File: src/logic/supervisor_pkg.sv
// Shared constants and carrier types for the reset supervisor
package supervisor_pkg;
	// Clock rate
	localparam int CLK_HZ = 50000000;
	localparam int CLK_PERIOD_NS = 20;
	// Reset hold period options, in microseconds
	localparam int HOLD_OPT0_US = 1000;
	localparam int HOLD_OPT1_US = 20000;
	localparam int HOLD_OPT2_US = 140000;
	localparam int HOLD_OPT3_US = 1120000;
	// Kick timeout period options, in microseconds
	localparam int KICK_OPT0_US = 6300;
	localparam int KICK_OPT1_US = 102000;
	localparam int KICK_OPT2_US = 1600000;
	localparam int KICK_OPT3_US = 25600000;
	// Internal service at seven eighths of the kick period
	localparam int SERVICE_NUM = 7;
	localparam int SERVICE_DEN = 8;
	// Manual reset glitch rejection, least time in ns
	localparam int GLITCH_NS = 100;
	localparam int GLITCH_CYCLES = (GLITCH_NS + CLK_PERIOD_NS - 1) / CLK_PERIOD_NS;
	// Pullup one-shot, longest time in ns
	localparam int ONESHOT_NS = 2000;
	localparam int ONESHOT_CYCLES = ONESHOT_NS / CLK_PERIOD_NS;
	// Counter widths
	localparam int CNT_W = 32;
	localparam int SHORT_W = 8;
	// Default option selection
	localparam logic [1:0] HOLD_SEL_DEFAULT = 2'h2;
	localparam logic [1:0] KICK_SEL_DEFAULT = 2'h1;

	// Synchronised pin levels
	typedef struct packed {
		logic manual_n;
		logic kick;
		logic kick_driven;
		logic undervoltage;
		logic line_above_pth;
		logic line_above_high;
		logic line_in;
	} pins_type;

	// Reset output group
	typedef struct packed {
		logic reset_n;
		logic reset;
		logic line_oe;
		logic pullup_en;
	} reset_out_type;

	// Cycle count from microseconds, whole cycles per microsecond, exact at 50 MHz
	function automatic logic [CNT_W-1:0] us_to_cycles(input int unsigned us);
		longint unsigned c;
		c = longint'(us) * longint'(CLK_HZ / 1000000);
		return c[CNT_W-1:0];
	endfunction
endpackage

File: src/logic/pin_sync.sv
// Two-stage synchronisers for the supervisor input pins
`timescale 1ns/1ps
module pin_sync
	import supervisor_pkg::*;
(
	// Clock and reset
	input wire logic clk_sys,
	input wire logic rst_n,
	// Raw and synchronised pins
	input wire supervisor_pkg::pins_type pins_raw,
	output supervisor_pkg::pins_type pins_sync
);
	import supervisor_pkg::*;
	localparam int W = $bits(pins_type);
	localparam logic [W-1:0] IDLE = {1'b1, 1'b0, 1'b0, 1'b0, 1'b1, 1'b1, 1'b1};
	logic [W-1:0] first_reg;
	logic [W-1:0] first_next;
	logic [W-1:0] second_reg;
	logic [W-1:0] second_next;

	// Next values of both stages
	always_comb begin
		first_next = pins_raw;
		second_next = first_reg;
	end

	// Stage registers, idle levels at reset
	always_ff @(posedge clk_sys) begin
		if (!rst_n) begin
			first_reg <= IDLE;
			second_reg <= IDLE;
		end else begin
			first_reg <= first_next;
			second_reg <= second_next;
		end
	end

	assign pins_sync = second_reg;
endmodule

File: src/logic/pullup_ctrl.sv
// Edge flip-flop and one-shot that steer the active pullup
`timescale 1ns/1ps
module pullup_ctrl
	import supervisor_pkg::*;
(
	// Clock and reset
	input wire logic clk_sys,
	input wire logic rst_n,
	// Line comparator levels and own drive
	input wire logic above_pth,
	input wire logic above_high,
	input wire logic driving_low,
	// Pullup enable
	output logic pullup_en
);
	import supervisor_pkg::*;
	logic edge_reg;
	logic edge_next;
	logic [SHORT_W-1:0] shot_reg;
	logic [SHORT_W-1:0] shot_next;
	logic en_reg;
	logic en_next;

	// Arm on low line, fire on release, stop at high level or timeout
	always_comb begin
		edge_next = edge_reg;
		shot_next = shot_reg;
		en_next = 1'b0;
		if (!above_pth) begin
			edge_next = 1'b1;
			shot_next = SHORT_W'(ONESHOT_CYCLES);
		end else if (edge_reg && !driving_low) begin
			if (above_high || shot_reg == '0) begin
				edge_next = 1'b0;
			end else begin
				en_next = 1'b1;
				shot_next = shot_reg - SHORT_W'(1);
			end
		end
	end

	// State registers
	always_ff @(posedge clk_sys) begin
		if (!rst_n) begin
			edge_reg <= 1'b0;
			shot_reg <= '0;
			en_reg <= 1'b0;
		end else begin
			edge_reg <= edge_next;
			shot_reg <= shot_next;
			en_reg <= en_next;
		end
	end

	assign pullup_en = en_reg;
endmodule

File: src/logic/supervisor_reset_watchdog.sv
// Reset supervisor with manual reset, watchdog and bidirectional line
// Summary of operation
// - Reset held while manual reset input is low.
// - After manual reset rises, hold reset one hold period more.
// - Reset when a driven kick input stays constant for a whole kick period.
// - Kick timer cleared by reset and by any edge of a driven kick input.
// - Reset while undervoltage; release after supply good plus hold period.
// - After hold period ends, release reset and restart kick timer.
// - Active-high reset output is always the inverse of active-low.
// - Another party pulling the shared line low causes a reset once the line has been seen high since release.
// - Active pullup only speeds the line's rise after a low; the resistor holds it high.
// - Line below pullup threshold sets the edge flip-flop.
// - Pullup on during release until high level or 2us one-shot expires.
// - Kick timer held cleared for as long as reset is asserted.
// - Undriven kick input is serviced internally at seven eighths period.
// - Manual reset pulses shorter than 100ns are ignored.
`timescale 1ns/1ps
module supervisor_reset_watchdog
	import supervisor_pkg::*;
#(
	parameter logic [1:0] HOLD_SEL = supervisor_pkg::HOLD_SEL_DEFAULT,
	parameter logic [1:0] KICK_SEL = supervisor_pkg::KICK_SEL_DEFAULT,
	parameter logic [31:0] HOLD_CYCLES = 32'h0,
	parameter logic [31:0] KICK_CYCLES = 32'h0
)(
	// Clock and reset
	input wire logic clk_sys,
	input wire logic rst_n,
	// Supply and line comparators
	input wire logic undervoltage,
	input wire logic line_above_pth,
	input wire logic line_above_high,
	// Manual reset and watchdog kick
	input wire logic manual_reset_n,
	input wire logic watchdog_kick_input,
	input wire logic kick_driven,
	// Bidirectional reset line
	input wire logic reset_line_in,
	output logic reset_line_out,
	output logic reset_line_oe,
	// Push-pull reset outputs and pullup
	output logic reset_n_out,
	output logic reset_out,
	output logic pullup_en
);
	import supervisor_pkg::*;

	typedef enum logic [1:0] {
		ST_RUN = 2'b00,
		ST_ACTIVE = 2'b01,
		ST_HOLD = 2'b10
	} state_type;

	// Option decoding, used for both periods
	function automatic logic [CNT_W-1:0] pick(input logic [1:0] sel, input int o0,
		input int o1, input int o2, input int o3);
		case (sel)
			2'h0: pick = us_to_cycles(o0);
			2'h1: pick = us_to_cycles(o1);
			2'h2: pick = us_to_cycles(o2);
			default: pick = us_to_cycles(o3);
		endcase
	endfunction

	// Any state but run holds the reset asserted
	function automatic logic in_reset(input state_type s);
		return s != ST_RUN;
	endfunction

	// Periods, overridable for short simulation
	localparam logic [CNT_W-1:0] HOLD_N = (HOLD_CYCLES != 0) ? HOLD_CYCLES :
		pick(HOLD_SEL, HOLD_OPT0_US, HOLD_OPT1_US, HOLD_OPT2_US, HOLD_OPT3_US);
	localparam logic [CNT_W-1:0] KICK_N = (KICK_CYCLES != 0) ? KICK_CYCLES :
		pick(KICK_SEL, KICK_OPT0_US, KICK_OPT1_US, KICK_OPT2_US, KICK_OPT3_US);
	localparam logic [CNT_W-1:0] SERVICE_N = CNT_W'((64'(KICK_N) * SERVICE_NUM) / SERVICE_DEN);

	// Gathered and synchronised pins
	pins_type raw;
	pins_type syn;

	// Sequencer state and hold counter
	state_type state_reg;
	state_type state_next;
	logic [CNT_W-1:0] hold_reg;
	logic [CNT_W-1:0] hold_next;
	logic hold_done;
	logic drive_reg;
	logic drive_next;

	// Kick timer
	logic [CNT_W-1:0] kick_reg;
	logic [CNT_W-1:0] kick_next;
	logic kick_prev_reg;
	logic kick_prev_next;
	logic kick_edge;
	logic kick_expired;
	logic service_due;

	// Manual reset filter and causes
	logic [SHORT_W-1:0] glitch_reg;
	logic [SHORT_W-1:0] glitch_next;
	logic manual_low;
	logic line_low_ext;
	logic cause;

	// Line release tracking
	logic line_seen_reg;
	logic line_seen_next;

	// Pullup request from the edge logic
	logic pullup_int;

	// Output register
	reset_out_type out_reg;
	reset_out_type out_next;

	// Gather raw pins
	always_comb begin
		raw.manual_n = manual_reset_n;
		raw.kick = watchdog_kick_input;
		raw.kick_driven = kick_driven;
		raw.undervoltage = undervoltage;
		raw.line_above_pth = line_above_pth;
		raw.line_above_high = line_above_high;
		raw.line_in = reset_line_in;
	end

	pin_sync u_sync (
		.clk_sys(clk_sys),
		.rst_n(rst_n),
		.pins_raw(raw),
		.pins_sync(syn)
	);

	pullup_ctrl u_pullup (
		.clk_sys(clk_sys),
		.rst_n(rst_n),
		.above_pth(syn.line_above_pth),
		.above_high(syn.line_above_high),
		.driving_low(drive_reg),
		.pullup_en(pullup_int)
	);

	// Manual reset glitch filter, short low pulses never reach the count
	always_comb begin
		glitch_next = glitch_reg;
		if (syn.manual_n) begin
			glitch_next = '0;
		end else if (glitch_reg != SHORT_W'(GLITCH_CYCLES)) begin
			glitch_next = glitch_reg + SHORT_W'(1);
		end
	end

	// Cause combination; a low line is foreign only once seen high since release
	always_comb begin
		manual_low = (glitch_reg == SHORT_W'(GLITCH_CYCLES));
		line_low_ext = !syn.line_in && !drive_reg && line_seen_reg;
		cause = manual_low || syn.undervoltage || line_low_ext;
	end

	// Release tracking; the synchronised line lags our release by two cycles
	always_comb begin
		line_seen_next = line_seen_reg;
		if (drive_next) begin
			line_seen_next = 1'b0;
		end else if (syn.line_in) begin
			line_seen_next = 1'b1;
		end
	end

	// Kick edge detection; edges of an undriven input are ignored
	always_comb begin
		kick_prev_next = syn.kick;
		kick_edge = syn.kick_driven && (syn.kick != kick_prev_reg);
		service_due = !syn.kick_driven && (kick_reg >= SERVICE_N - CNT_W'(1));
	end

	// Kick timer; only the internal service keeps an undriven input from expiring
	always_comb begin
		kick_expired = (kick_reg >= KICK_N - CNT_W'(1));
		kick_next = kick_reg + CNT_W'(1);
		if (in_reset(state_reg) || kick_edge) begin
			kick_next = '0;
		end else if (service_due) begin
			kick_next = '0;
		end
	end

	// Reset sequencer
	always_comb begin
		state_next = state_reg;
		hold_next = hold_reg;
		case (state_reg)
			ST_RUN: begin
				if (cause || kick_expired) begin
					state_next = cause ? ST_ACTIVE : ST_HOLD;
					hold_next = '0;
				end
			end
			ST_ACTIVE: begin
				hold_next = '0;
				if (!cause) begin
					state_next = ST_HOLD;
				end
			end
			ST_HOLD: begin
				if (cause) begin
					state_next = ST_ACTIVE;
					hold_next = '0;
				end else if (hold_done) begin
					state_next = ST_RUN;
				end else begin
					hold_next = hold_reg + CNT_W'(1);
				end
			end
			default: begin
				state_next = ST_ACTIVE;
				hold_next = '0;
			end
		endcase
	end

	// Hold period end; the exit edge itself is the last held cycle
	always_comb begin
		hold_done = (hold_reg >= HOLD_N - CNT_W'(1));
	end

	// Output decode from the next state, so every pin moves with the state
	always_comb begin
		drive_next = in_reset(state_next);
		out_next.reset_n = !drive_next;
		out_next.reset = drive_next;
		out_next.line_oe = drive_next;
		out_next.pullup_en = pullup_int && !drive_next;
	end

	// Glitch filter register
	always_ff @(posedge clk_sys) begin
		if (!rst_n) begin
			glitch_reg <= '0;
		end else begin
			glitch_reg <= glitch_next;
		end
	end

	// Kick timer and previous kick level
	always_ff @(posedge clk_sys) begin
		if (!rst_n) begin
			kick_reg <= '0;
			kick_prev_reg <= 1'b0;
		end else begin
			kick_reg <= kick_next;
			kick_prev_reg <= kick_prev_next;
		end
	end

	// Sequencer state; reset starts active so a full hold period follows
	always_ff @(posedge clk_sys) begin
		if (!rst_n) begin
			state_reg <= ST_ACTIVE;
			hold_reg <= '0;
			drive_reg <= 1'b1;
		end else begin
			state_reg <= state_next;
			hold_reg <= hold_next;
			drive_reg <= drive_next;
		end
	end

	// Release tracking flag
	always_ff @(posedge clk_sys) begin
		if (!rst_n) begin
			line_seen_reg <= 1'b0;
		end else begin
			line_seen_reg <= line_seen_next;
		end
	end

	// Output register
	always_ff @(posedge clk_sys) begin
		if (!rst_n) begin
			out_reg <= '{reset_n: 1'b0, reset: 1'b1, line_oe: 1'b1, pullup_en: 1'b0};
		end else begin
			out_reg <= out_next;
		end
	end

	// Open-drain data is always low; only the enable moves
	assign reset_line_out = 1'b0;

	// Push-pull pins and pullup straight from the output register
	assign reset_n_out = out_reg.reset_n;
	assign reset_out = out_reg.reset;
	assign reset_line_oe = out_reg.line_oe;
	assign pullup_en = out_reg.pullup_en;
endmodule

File: config.mk
export PLATFORM = sky130hd
export DESIGN_NAME = supervisor_reset_watchdog
export DESIGN_NICKNAME = d
export VERILOG_FILES = /design/src/logic/supervisor_pkg.sv /design/src/logic/pin_sync.sv /design/src/logic/pullup_ctrl.sv /design/src/logic/supervisor_reset_watchdog.sv
export SDC_FILE = /design/constraint.sdc
export NUM_CORES = 1
export LEC_CHECK = 0
export ABC_AREA = 1
export ABC_CLOCK_PERIOD_IN_PS = 1790
export BUFFER_PORTS_ARGS = -buffer_cell sky130_fd_sc_hd__buf_2
export CORE_MARGIN = 3
export CORE_UTILIZATION = 56
export DETAILED_ROUTE_END_ITERATION = 12
export PLACE_DENSITY = 0.84
export SYNTH_ARGS = -nofsm -noshare
export SYNTH_HDL_FRONTEND = slang
export SYNTH_SLANG_ARGS = --single-unit
File: constraint.sdc
create_clock -name clk_sys -period 1.79 [get_ports clk_sys]
set_clock_uncertainty 0.2 [all_clocks]
set_input_delay 0.358 -clock clk_sys [delete_from_list [all_inputs] [get_ports clk_sys]]
set_output_delay 0.358 -clock clk_sys [all_outputs]
set_load 0.1 [all_outputs]
==> results of run 1 <==
[stage by stage]
step / setup WS [ps] / std cells / cell area [sq um]
6_report: -333 / 1061 / 7180
5_1_grt: -477 / 1061 / 7180
4_1_cts: -38.3 / 1046 / 6670
3_5_place_dp: -70.8 / 1018 / 6250
3_3_place_gp: -33.4 / 1018 / 6250
2_1_floorplan: 21.0 / 808 / 5440
[area by class of cell]
class / instances / area, sq um / share of cell area
clock buffers: 9 / 124 / 0.0173
clock inverters: 7 / 88.8 / 0.0124
inverters: 113 / 434 / 0.0605
multi-input cells: 573 / 3170 / 0.442
flip-flops and latches: 103 / 2100 / 0.292
well taps: 129 / 161 / 0.0225
repair buffers: 127 / 1100 / 0.154
[cell usage after synthesis (2+ instances only)]
library cell / number / share of area
nor3_2: 2 / 0.0037
nor2_2: 11 / 0.013
or2_2: 9 / 0.010
nor2_4: 6 / 0.012
nand4_1: 17 / 0.020
nor4_1: 3 / 0.0035
o21ai_0: 10 / 0.0092
nand3b_1: 3 / 0.0041
o21a_1: 2 / 0.0028
nor3_1: 18 / 0.017
dfxtp_1: 103 / 0.38
nand3_2: 4 / 0.0074
inv_1: 106 / 0.073
inv_2: 7 / 0.0048
a31oi_1: 2 / 0.0023
xnor2_1: 9 / 0.015
buf_2: 6 / 0.0055
a21oi_1: 19 / 0.017
buf_6: 5 / 0.010
xor2_1: 29 / 0.047
nand2_2: 6 / 0.0069
nor2_1: 151 / 0.10
clkbuf_1: 5 / 0.0035
nand2_1: 183 / 0.13
nor3b_1: 2 / 0.0028
o211ai_1: 2 / 0.0028
nand3_1: 71 / 0.065
buf_4: 2 / 0.0028
ha_1: 6 / 0.014
[report_power, final]
part           internal (mW)  total [mW]  switching (mW)
sequential              2.35        2.41          0.0566
combinational          0.274       0.654           0.380
clock                  0.684        1.60           0.920
[final timing paths]
check | endpoint | start | cells past startpoint
worst max register to register | hold_reg[22] | hold_reg[15] | 10
worst min-delay path | u_sync.pins_sync[3] | rst_n | 3
worst min register to register | pullup_en | u_pullup.pullup_en | 2
worst max-delay path | hold_reg[22] | hold_reg[15] | 10
[worst max-delay path, cell delays in order, from the launching register on]
cell and delay, ps:
dfxtp_1 460, nand2_1 120, nor2_1 250, inv_1 130
nor3_1 400, nand2_1 110, nand2_1 80, nand3_1 60
nand3_1 80, nand2_1 70, nor2_1 110
[repair_timing]
action,CTS,global route
gates cloned,1,4
setup endpoints to repair,66,77
pin swaps,9,36
hold endpoints to repair,7,0
hold buffers,7,0
setup buffers,4,11
gates resized for setup,31,107
[cells by family after synthesis]
logic type | share of synthesized area
AO/OA/AOI/OAI | 0.0428
XOR/XNOR | 0.0612
adder cells (fa/ha/maj) | 0.0138
buffers and inverters | 0.101
flip-flops | 0.379
other | 0.000690
AND/OR/NAND/NOR | 0.401
[layer usage]
metal,track usage,vias up
met5,0,-
met4,0.0836,0
met3,0.0552,107
met2,0.416,280
met1,0.281,2649
li1,-,2748
==> impl_results.md, run 1 <==
- Initial Util: 0.583
- Netlist cell types: 38
- RSZ-0062 raised after global routing: true
- Wl on met1: 6.06 mm
- CTS tree: done
- Mapped Nets: 823
- Area grow syn2layout: 32.1%
- Post-synth EDFFs: 0
- Final worst-path setup slack: -333 ps
- Fin util: 0.770
- Top Metal Used: met4
- Sequential-to-total area share from yosys stat: 0.379
- Max-Cap Viols: 0
- Setup TNS Final: -9700 ps
- WS Path Type: reg -> reg
- Asr flop ratio synth: 0
- Rows: 35
- Residual DRC: 0
- CTS Sinks: 103
- Final net count: 942
- Yosys reg bits: 103
- Hold crit path type: in -> reg
- Layout cells sized above 1: 0.298
- Post-route ant nets: 0
- Kind of capture point of the worst setup path: flop
- First-pass GRT wire length: 21.8 mm
- Min Clock Period, post-route: 2120 ps
- Final Total Pwr: 4.67 mW
- ANT cells: 0
- Failing checks: negative setup slack
- Crit Path Max Fanout: 5
- Worst Hold Slack: 65.1 ps
- Outcome: finished, violations left
- PortBufs: 12
- Clock Tree Buf Depth: 2
- Worst Path Required: 1930 ps
- Number of DRC markers in iteration 0: 587
- WL met2: 7.76 mm
- Avg Vias per Cell: 5.45
- Largest net degree at the start of global routing: 30
- Grt total ovfl: 0
- Mean post-synth cell area: 6.73 sq um
- WL per Instance: 15.1 microns
- Met3 wire len: 1.21 mm
- Most frequent cells in the layout: nand2_1 (163), nor2_1 (119), inv_1 (100)
- Initial antenna violation count: 0
- Max IR drop VDD: 529 uV
- Fill cell count: 583
- Vias: 5,784
- Ports: 14
- Nature of the critical path startpoint: flop
- Drt total wl: 16.0 mm
- Leakage power: 3.21 nW
- Post-Syn Instances: 808
- Worst skew pair latency: 390 ps
- Part of the cycle the worst path needs: 1.19
- DP HPWL: 8.61 mm
- Syn. warnings: 0
- Die height: 105 microns
- Synth Flop Type: dfxtp_1
- Gpl congestion: 0.918
- Final Max Slew Viols: 0
- CTS Buf Count: 9
- Die ar.: 10,900 sq um
- Drt pass-1 iters: 6
- Vias in the first global route: 5,186
- Chip Width: 105 microns
- Root Buffer: clkbuf_8
- H-tree depth: 3
- Gr usage total: 0.237
- Leading cell type in the layout, fill and taps excluded: nand2_1
- Crit path DAT: 2260 ps
- Max Fclk: 471 MHz
- Synthesized cell area: 5430 sq um
- Pwr Density: 650 nW/um^2
- Core area: 9330 sq um
- # setup viols final: 68
- Setup slack, reg-to-reg: -330 ps
- CTS clk-pin slew, worst paths: 120 ps
- Final hold viol count: 0
Power figures use the tool's default switching activity.
==> inputs of run 2 (changes only) <==
--- a/config.mk
+++ b/config.mk
@@ -6,12 +6,12 @@
 export NUM_CORES = 1
 export LEC_CHECK = 0
 export ABC_AREA = 1
-export ABC_CLOCK_PERIOD_IN_PS = 1790
-export BUFFER_PORTS_ARGS = -buffer_cell sky130_fd_sc_hd__buf_2
+export ABC_CLOCK_PERIOD_IN_PS = 2100
 export CORE_MARGIN = 3
-export CORE_UTILIZATION = 56
+export CORE_UTILIZATION = 57
 export DETAILED_ROUTE_END_ITERATION = 12
-export PLACE_DENSITY = 0.84
+export DONT_BUFFER_PORTS = 1
+export PLACE_DENSITY = 0.8
 export SYNTH_ARGS = -nofsm -noshare
 export SYNTH_HDL_FRONTEND = slang
 export SYNTH_SLANG_ARGS = --single-unit
==> constraint.sdc (replaced) <==
create_clock -name clk_sys -period 2.1 [get_ports clk_sys]
set_clock_uncertainty 0.2 [all_clocks]
set_input_delay 0.42 -clock clk_sys [delete_from_list [all_inputs] [get_ports clk_sys]]
set_output_delay 0.42 -clock clk_sys [all_outputs]
set_load 0.1 [all_outputs]
==> run 2 against run 1 <==
  * The flow now finishes without violations
  * Wire length shrank 31%
  * First-iteration DRC count decreased by 48%
  * Combinational power shrank 48%
  * Highest routed layer unchanged
  * Die area down 1.6%
  * Sequential power decreased by 15%
  * Sequential share of layout area increased by 5.6 points
  * Power fell by 22%
  * Critical path depth is 3 higher
  * Final area down 17%
  * Global-route usage shrank 2.3 points
==> impl_results.md, run 2 (synthesized netlist as in run 1, its figures left out) <==
- RSZ-0062 raised after global routing: true
- Layout cells sized above 1: 0.102 (-0.197)
- WL per Instance: 11.5 microns (-24%)
- Crit path DAT: 2050 ps (-210 ps)
- Fin util: 0.642 (-0.128)
- Crit path cell chain: ha_1, inv_1, nor2_2, nand3_1, nand3_1, nand2_1, nand2_1, nand2_2, buf_6, nand3_1, nand2_1, inv_1, nor2_1
- Largest net degree at the start of global routing: 34 (+13%)
- Leakage power: 2.49 nW (-22%)
- Critical-path top delay cell: dfxtp_1
- Part of the cycle the worst path needs: 0.933 (-0.253)
- Post-route ant nets: 0 (unchanged)
- CTS Sinks: 103 (unchanged)
- CTS tree: done
- First-pass GRT wire length: 19.5 mm (-11%)
- Chip Width: 104 microns (-0.83%)
- Drt pass-1 iters: 7 (+1)
- Final net count: 837 (-11%)
- Worst Hold Slack: 77.9 ps (+12.8 ps)
- Worst Path Required: 2190 ps (+260 ps)
- Pwr Density: 617 nW/um^2 (-5.2%)
- Gpl congestion: 0.916 (-0.24%)
- Die height: 104 microns (-0.83%)
- Worst relative slew slack: 0.617
- Fill cell count: 819 (+40%)
- Max-Cap Viols: 0 (unchanged)
- Worst skew pair latency: 390 ps (about the same)
- DP HPWL: 7.75 mm (-10%)
- Area grow syn2layout: 9.10%
- Max IR drop VDD: 719 uV (+36%)
- Initial antenna violation count: 0 (unchanged)
- H-tree depth: 3 (unchanged)
- Drt total wl: 11.0 mm (-31%)
- Max Fclk: 511 MHz (+8.4%)
- Die ar.: 10,700 sq um (-1.6%)
- Final hold viol count: 0 (unchanged)
- Leading cell type in the layout, fill and taps excluded: nand2_1
- Final Max Slew Viols: 0 (unchanged)
- Setup TNS Final: 0 ps (+9700 ps)
- Grt total ovfl: 0 (unchanged)
- Rows: 35 (unchanged)
- Clock Tree Buf Depth: 2 (unchanged)
- ANT cells: 0 (unchanged)
- WS Path Type: reg -> reg
- Avg Vias per Cell: 5.09 (-6.7%)
- Vias in the first global route: 4,548 (-12%)
- CTS clk-pin slew, worst paths: 110 ps (about the same)
- CTS Buf Count: 9 (unchanged)
- Initial Util: 0.588 (+0.00552)
- Kind of capture point of the worst setup path: flop
- WP buf/inv: 3 (+2)
- Ports: 14 (unchanged)
- Root Buffer: clkbuf_8
- Tightest Pin Transition: 575 ps
- Gr usage total: 0.214 (-0.0231)
- Residual DRC: 0 (unchanged)
- Crit Path Max Fanout: 24 (+19)
- Outcome: completed
- PortBufs: 0 (-12)
- Most frequent cells in the layout: nand2_1 (182), nor2_1 (150), inv_1 (106)
- Min Clock Period, post-route: 1960 ps (-164 ps)
- # setup viols final: 0 (-100%)
- Vias: 4,865 (-16%)
- Number of DRC markers in iteration 0: 303 (-48%)
- Largest delay contributor family on the critical path: simple AND/OR/NAND/NOR gates
- Core area: 9240 sq um (-0.94%)
- Nature of the critical path startpoint: flop
- Hold crit path type: in -> reg
- Max stage delay on crit path: 370 ps (-90 ps)
==> run 2: changes by cell type in the layout (fill, tap and decap cells not counted), moves of 10 or more <==
cell,delta
nor2_1,+31
nand2_2,-10
buf_2,-11
dfxtp_2,-15
nor2_2,-22
buf_4,-84
nand2_1,+19
dfxtp_1,+18
==> run 2: worst reg2reg max path: stages (launching register included) <==
cell and delay [ps]:
dfxtp_1 370, ha_1 190, inv_1 50, nor2_2 150
nand3_1 110, nand3_1 120, nand2_1 70, nand2_1 100
nand2_2 80, buf_6 180, nand3_1 110, nand2_1 60
inv_1 60, nor2_1 30
==> run 2: final timing paths <==
kind                                          start                   to  slack [ps]  cells past startpoint
worst max-delay path                    hold_reg[1]         hold_reg[20]         140                     13
worst min-delay path                          rst_n         state_reg[0]          80                      2
worst max register to register          hold_reg[1]         hold_reg[20]         140                     13
worst min register to register  u_sync.first_reg[1]  u_sync.pins_sync[1]         220                      1
==> run 2: what timing repair did <==
item / 4_1_cts / 5_1_grt
setup buffers: 0 / 1
gates resized for setup: 0 / 17
hold endpoints to repair: 40 / 0
hold buffers: 8 / 0
setup endpoints to repair: 0 / 51
==> run 2: area by class of cell <==
class | count | area [sq um] | share of cell area
well taps | 129 | 161 | 0.0272
repair buffers | 22 | 223 | 0.0376
clock buffers | 9 | 124 | 0.0209
clock inverters | 7 | 86.3 | 0.0146
inverters | 113 | 429 | 0.0724
multi-input cells | 573 | 2840 | 0.479
flip-flops and latches | 103 | 2070 | 0.348
==> run 2: per-layer routing <==
metal,vias up,global-route usage,wire [microns]
met1,2221,0.267,5130
met3,15,0.0455,413
met2,88,0.362,5340
li1,2541,-,-
met5,-,0,0
met4,0,0.0817,148
==> run 2: metrics by stage <==
step / std cells / power (mW) / setup slack, ps / cell area, sq um
finish: 956 / 3.66 / 141 / 5930
global route: 956 / 3.81 / -21.6 / 5930
CTS: 955 / 3.69 / 94.2 / 5870
detailed placement: 931 / 2.40 / 112 / 5570
global placement: 931 / 2.39 / 147 / 5570
floorplan: 808 / 2.36 / 195 / 5440
==> run 2: report_power, final <==
group          internal (mW)  switching (mW)
registers               2.01          0.0495
logic                  0.118           0.219
clock network          0.479           0.781
==> inputs of run 3 (changes only) <==
--- a/config.mk
+++ b/config.mk
@@ -6,12 +6,11 @@
 export NUM_CORES = 1
 export LEC_CHECK = 0
 export ABC_AREA = 1
-export ABC_CLOCK_PERIOD_IN_PS = 2100
 export CORE_MARGIN = 3
-export CORE_UTILIZATION = 57
+export CORE_UTILIZATION = 45
 export DETAILED_ROUTE_END_ITERATION = 12
 export DONT_BUFFER_PORTS = 1
-export PLACE_DENSITY = 0.8
+export PLACE_DENSITY = 0.68
 export SYNTH_ARGS = -nofsm -noshare
 export SYNTH_HDL_FRONTEND = slang
 export SYNTH_SLANG_ARGS = --single-unit
==> run 3 against run 2 <==
  * Final cell count rose by 2.1%
  * Wire length fell by 1.4%
  * Power is 11% higher
  * Hold slack better by 39 ps
  * Clock power rose by 31%
  * Global-route usage fell by 4.4 points
  * Critical endpoint is now kick_reg[30]
==> impl_results.md, run 3 (synthesized netlist as in run 1, its figures left out) <==
- Outcome: completed
- P_int: 3.06 mW (+17%)
- Avg Vias per Cell: 4.80 (-5.8%)
- Kind of capture point of the worst setup path: flop
- Min-delay src: rst_n
- Post-route ant nets: 0 (unchanged)
- Vias in the first global route: 4,201 (-7.6%)
- Reg2reg start: kick_reg[0]
- Comb pwr share: 0.085 (-0.007)
- Leading cell type in the layout, fill and taps excluded: nand2_1
- Hold Crit Endpoint: state_reg[0]
- Crit path DAT: 1960 ps (-90 ps)
- Root Buffer: clkbuf_16
- Worst Path Required: 2130 ps (-60 ps)
- Rows: 39 (+11%)
- Largest net degree at the start of global routing: 30 (-12%)
- Clock power share: 0.408 (+0.063)
- # setup viols final: 0 (unchanged)
- Die ar.: 13,400 sq um (+25%)
- CTS Buf Count: 9 (unchanged)
- Tightest Pin Transition: 545 ps (-30.0 ps)
- Gr usage total: 0.169 (-0.0441)
- Setup slack, reg-to-reg: 180 ps (+30 ps)
- Pwr Density: 664 nW/um^2 (+7.6%)
- Max IR drop VDD: 442 uV (-39%)
- Max stage delay on crit path: 340 ps (-30 ps)
- Final hold viol count: 0 (unchanged)
- Drt pass-1 iters: 5 (-2)
- Number of DRC markers in iteration 0: 418 (+38%)
- PortBufs: 0 (unchanged)
- Hold crit path type: in -> reg
- WHS Path Cells: 2 (unchanged)
- Worst relative slew slack: 0.640 (+0.0230)
- WS Path Type: reg -> reg
- Sw frac: 0.246 (-0.0406)
- Crit path cell chain: ha_1, nand2_1, nor2_4, buf_4, nand2_2, nor2_4, nand3_4, nor2_4, nand2_1, xor2_1, inv_1, nor2_1
- Part of the cycle the worst path needs: 0.916 (-0.0166)
- DP HPWL: 7.55 mm (-2.6%)
- Drt total wl: 10.9 mm (-1.4%)
- Leakage power: 2.56 nW (+2.8%)
- Vias: 4,681 (-3.8%)
- CTS tree: done
- First-pass GRT wire length: 18.8 mm (-3.8%)
- WL per Instance: 11.1 microns (-3.4%)
- Max-Cap Viols: 0 (unchanged)
- Ports: 14 (unchanged)
- Worst R2R End: kick_reg[30]
- Cell repeated most along the worst path: nor2_4
- Fill cell count: 1,140 (+39%)
- CTS clk-pin slew, worst paths: 70 ps (-40 ps)
- Initial antenna violation count: 0 (unchanged)
- Min Clock Period, post-route: 1920 ps (-34.8 ps)
- Nature of the critical path startpoint: flop
- Most frequent cells in the layout: nand2_1 (182), nor2_1 (146), inv_1 (106)
- Crit Path Max Fanout: 5 (-79%)
- Max Fclk: 520 MHz (+1.8%)
- CTS Sinks: 103 (unchanged)
- Grt total ovfl: 0 (unchanged)
- Gpl congestion: 0.841 (-8.2%)
- Area grow syn2layout: 12.5%
- Critical-path top delay cell: dfxtp_2
- Worst reg2reg path depth: 12 (-1)
- Clock Tree Buf Depth: 2 (unchanged)
- Final Max Slew Viols: 0 (unchanged)
- Die height: 116 microns (+12%)
- Final net count: 844 (+0.84%)
- Worst Hold Slack: 117 ps (+39.2 ps)
- ANT cells: 0 (unchanged)
- Core area: 11,600 sq um (+26%)
- Final worst-path setup slack: 176 ps (+34.8 ps)
- Residual DRC: 0 (unchanged)
- Psw: 1000 uW (-4.7%)
- Worst skew pair latency: 350 ps (-40 ps)
- H-tree depth: 3 (unchanged)
- Layout cells sized above 1: 0.116 (+0.0149)
- Pre-CTS setup slack: 94.3 ps (-17.6 ps)
- Chip Width: 116 microns (+12%)
- Initial Util: 0.468 (-0.120)
- Reg power frac: 0.507 (-0.056)
==> run 3: cell types whose count changed in the layout (fill, tap and decap cells not counted), moves of 4 or more <==
cell / change
nor2_2: +4
clkbuf_8: -9
nor2_1: -4
buf_4: +6
clkbuf_16: +9
==> run 3: critical path, delay by kind of cell, from the launching register on <==
kind                     cells  cell delay [ps]
XOR/XNOR                     1              140
buffers and inverters        2              200
adder cells (fa/ha/maj)      1              160
flip-flops                   1              340
AND/OR/NAND/NOR              8              770
==> run 3: per-stage QoR <==
step / cell area, sq um / power (mW) / instances / setup TNS, ps / utilization
CTS: 6050 / 4.09 / 975 / 0 / 0.521
finish: 6110 / 4.06 / 976 / 0 / 0.526
floorplan: 5440 / 2.36 / 808 / 0 / -
detailed placement: 5660 / 2.42 / 951 / 0 / 0.487
global placement: 5660 / 2.41 / 951 / 0 / 0.487
global route: 6110 / 4.21 / 976 / -11.5 / 0.526
==> run 3: how the worst max path moves through the flow <==
stage | startpoint | end | slack [ps]
6_report | kick_reg[0] | kick_reg[30] | 180
5_1_grt | kick_reg[1] | kick_reg[30] | -10
4_1_cts | hold_reg[0] | hold_reg[20] | 70
3_5_place_dp | hold_reg[0] | hold_reg[20] | 90
3_3_place_gp | hold_reg[1] | hold_reg[20] | 110
2_1_floorplan | reset_line_oe | hold_reg[13] | 190
==> run 3: what timing repair did <==
action                                 CTS  global route
hold buffers                             9             0
buffers inserted                         0             1
gates resized for setup                  0            21
setup endpoints to repair                0            51
endpoints found under the hold margin   33             0
==> run 3: area by class of cell <==
class | count | area [sq um] | area share
tap | 143 | 179 | 0.0293
sequential | 103 | 2070 | 0.339
inverter | 113 | 427 | 0.0698
multi-input combinational | 573 | 2860 | 0.468
clock inverter | 5 | 58.8 | 0.00962
timing repair buffer | 29 | 287 | 0.0469
clock buffer | 10 | 229 | 0.0375
==> run 3: per-layer routing <==
layer,vias to the layer above,global-route usage,wire length [microns]
met5,-,0,0
met4,0,0.0487,112
met3,8,0.0381,316
met2,48,0.277,5010
met1,2070,0.225,5440
li1,2555,-,-
==> run 3: power groups by stage <==
stage | Combinational, mW | Sequential [mW] | Clock (mW)
CTS | 0.344 | 2.06 | 1.69
detailed placement | 0.315 | 2.10 | 0
global route | 0.388 | 2.06 | 1.76
global placement | 0.312 | 2.10 | 0
finish | 0.346 | 2.06 | 1.65
floorplan | 0.252 | 2.11 | 0
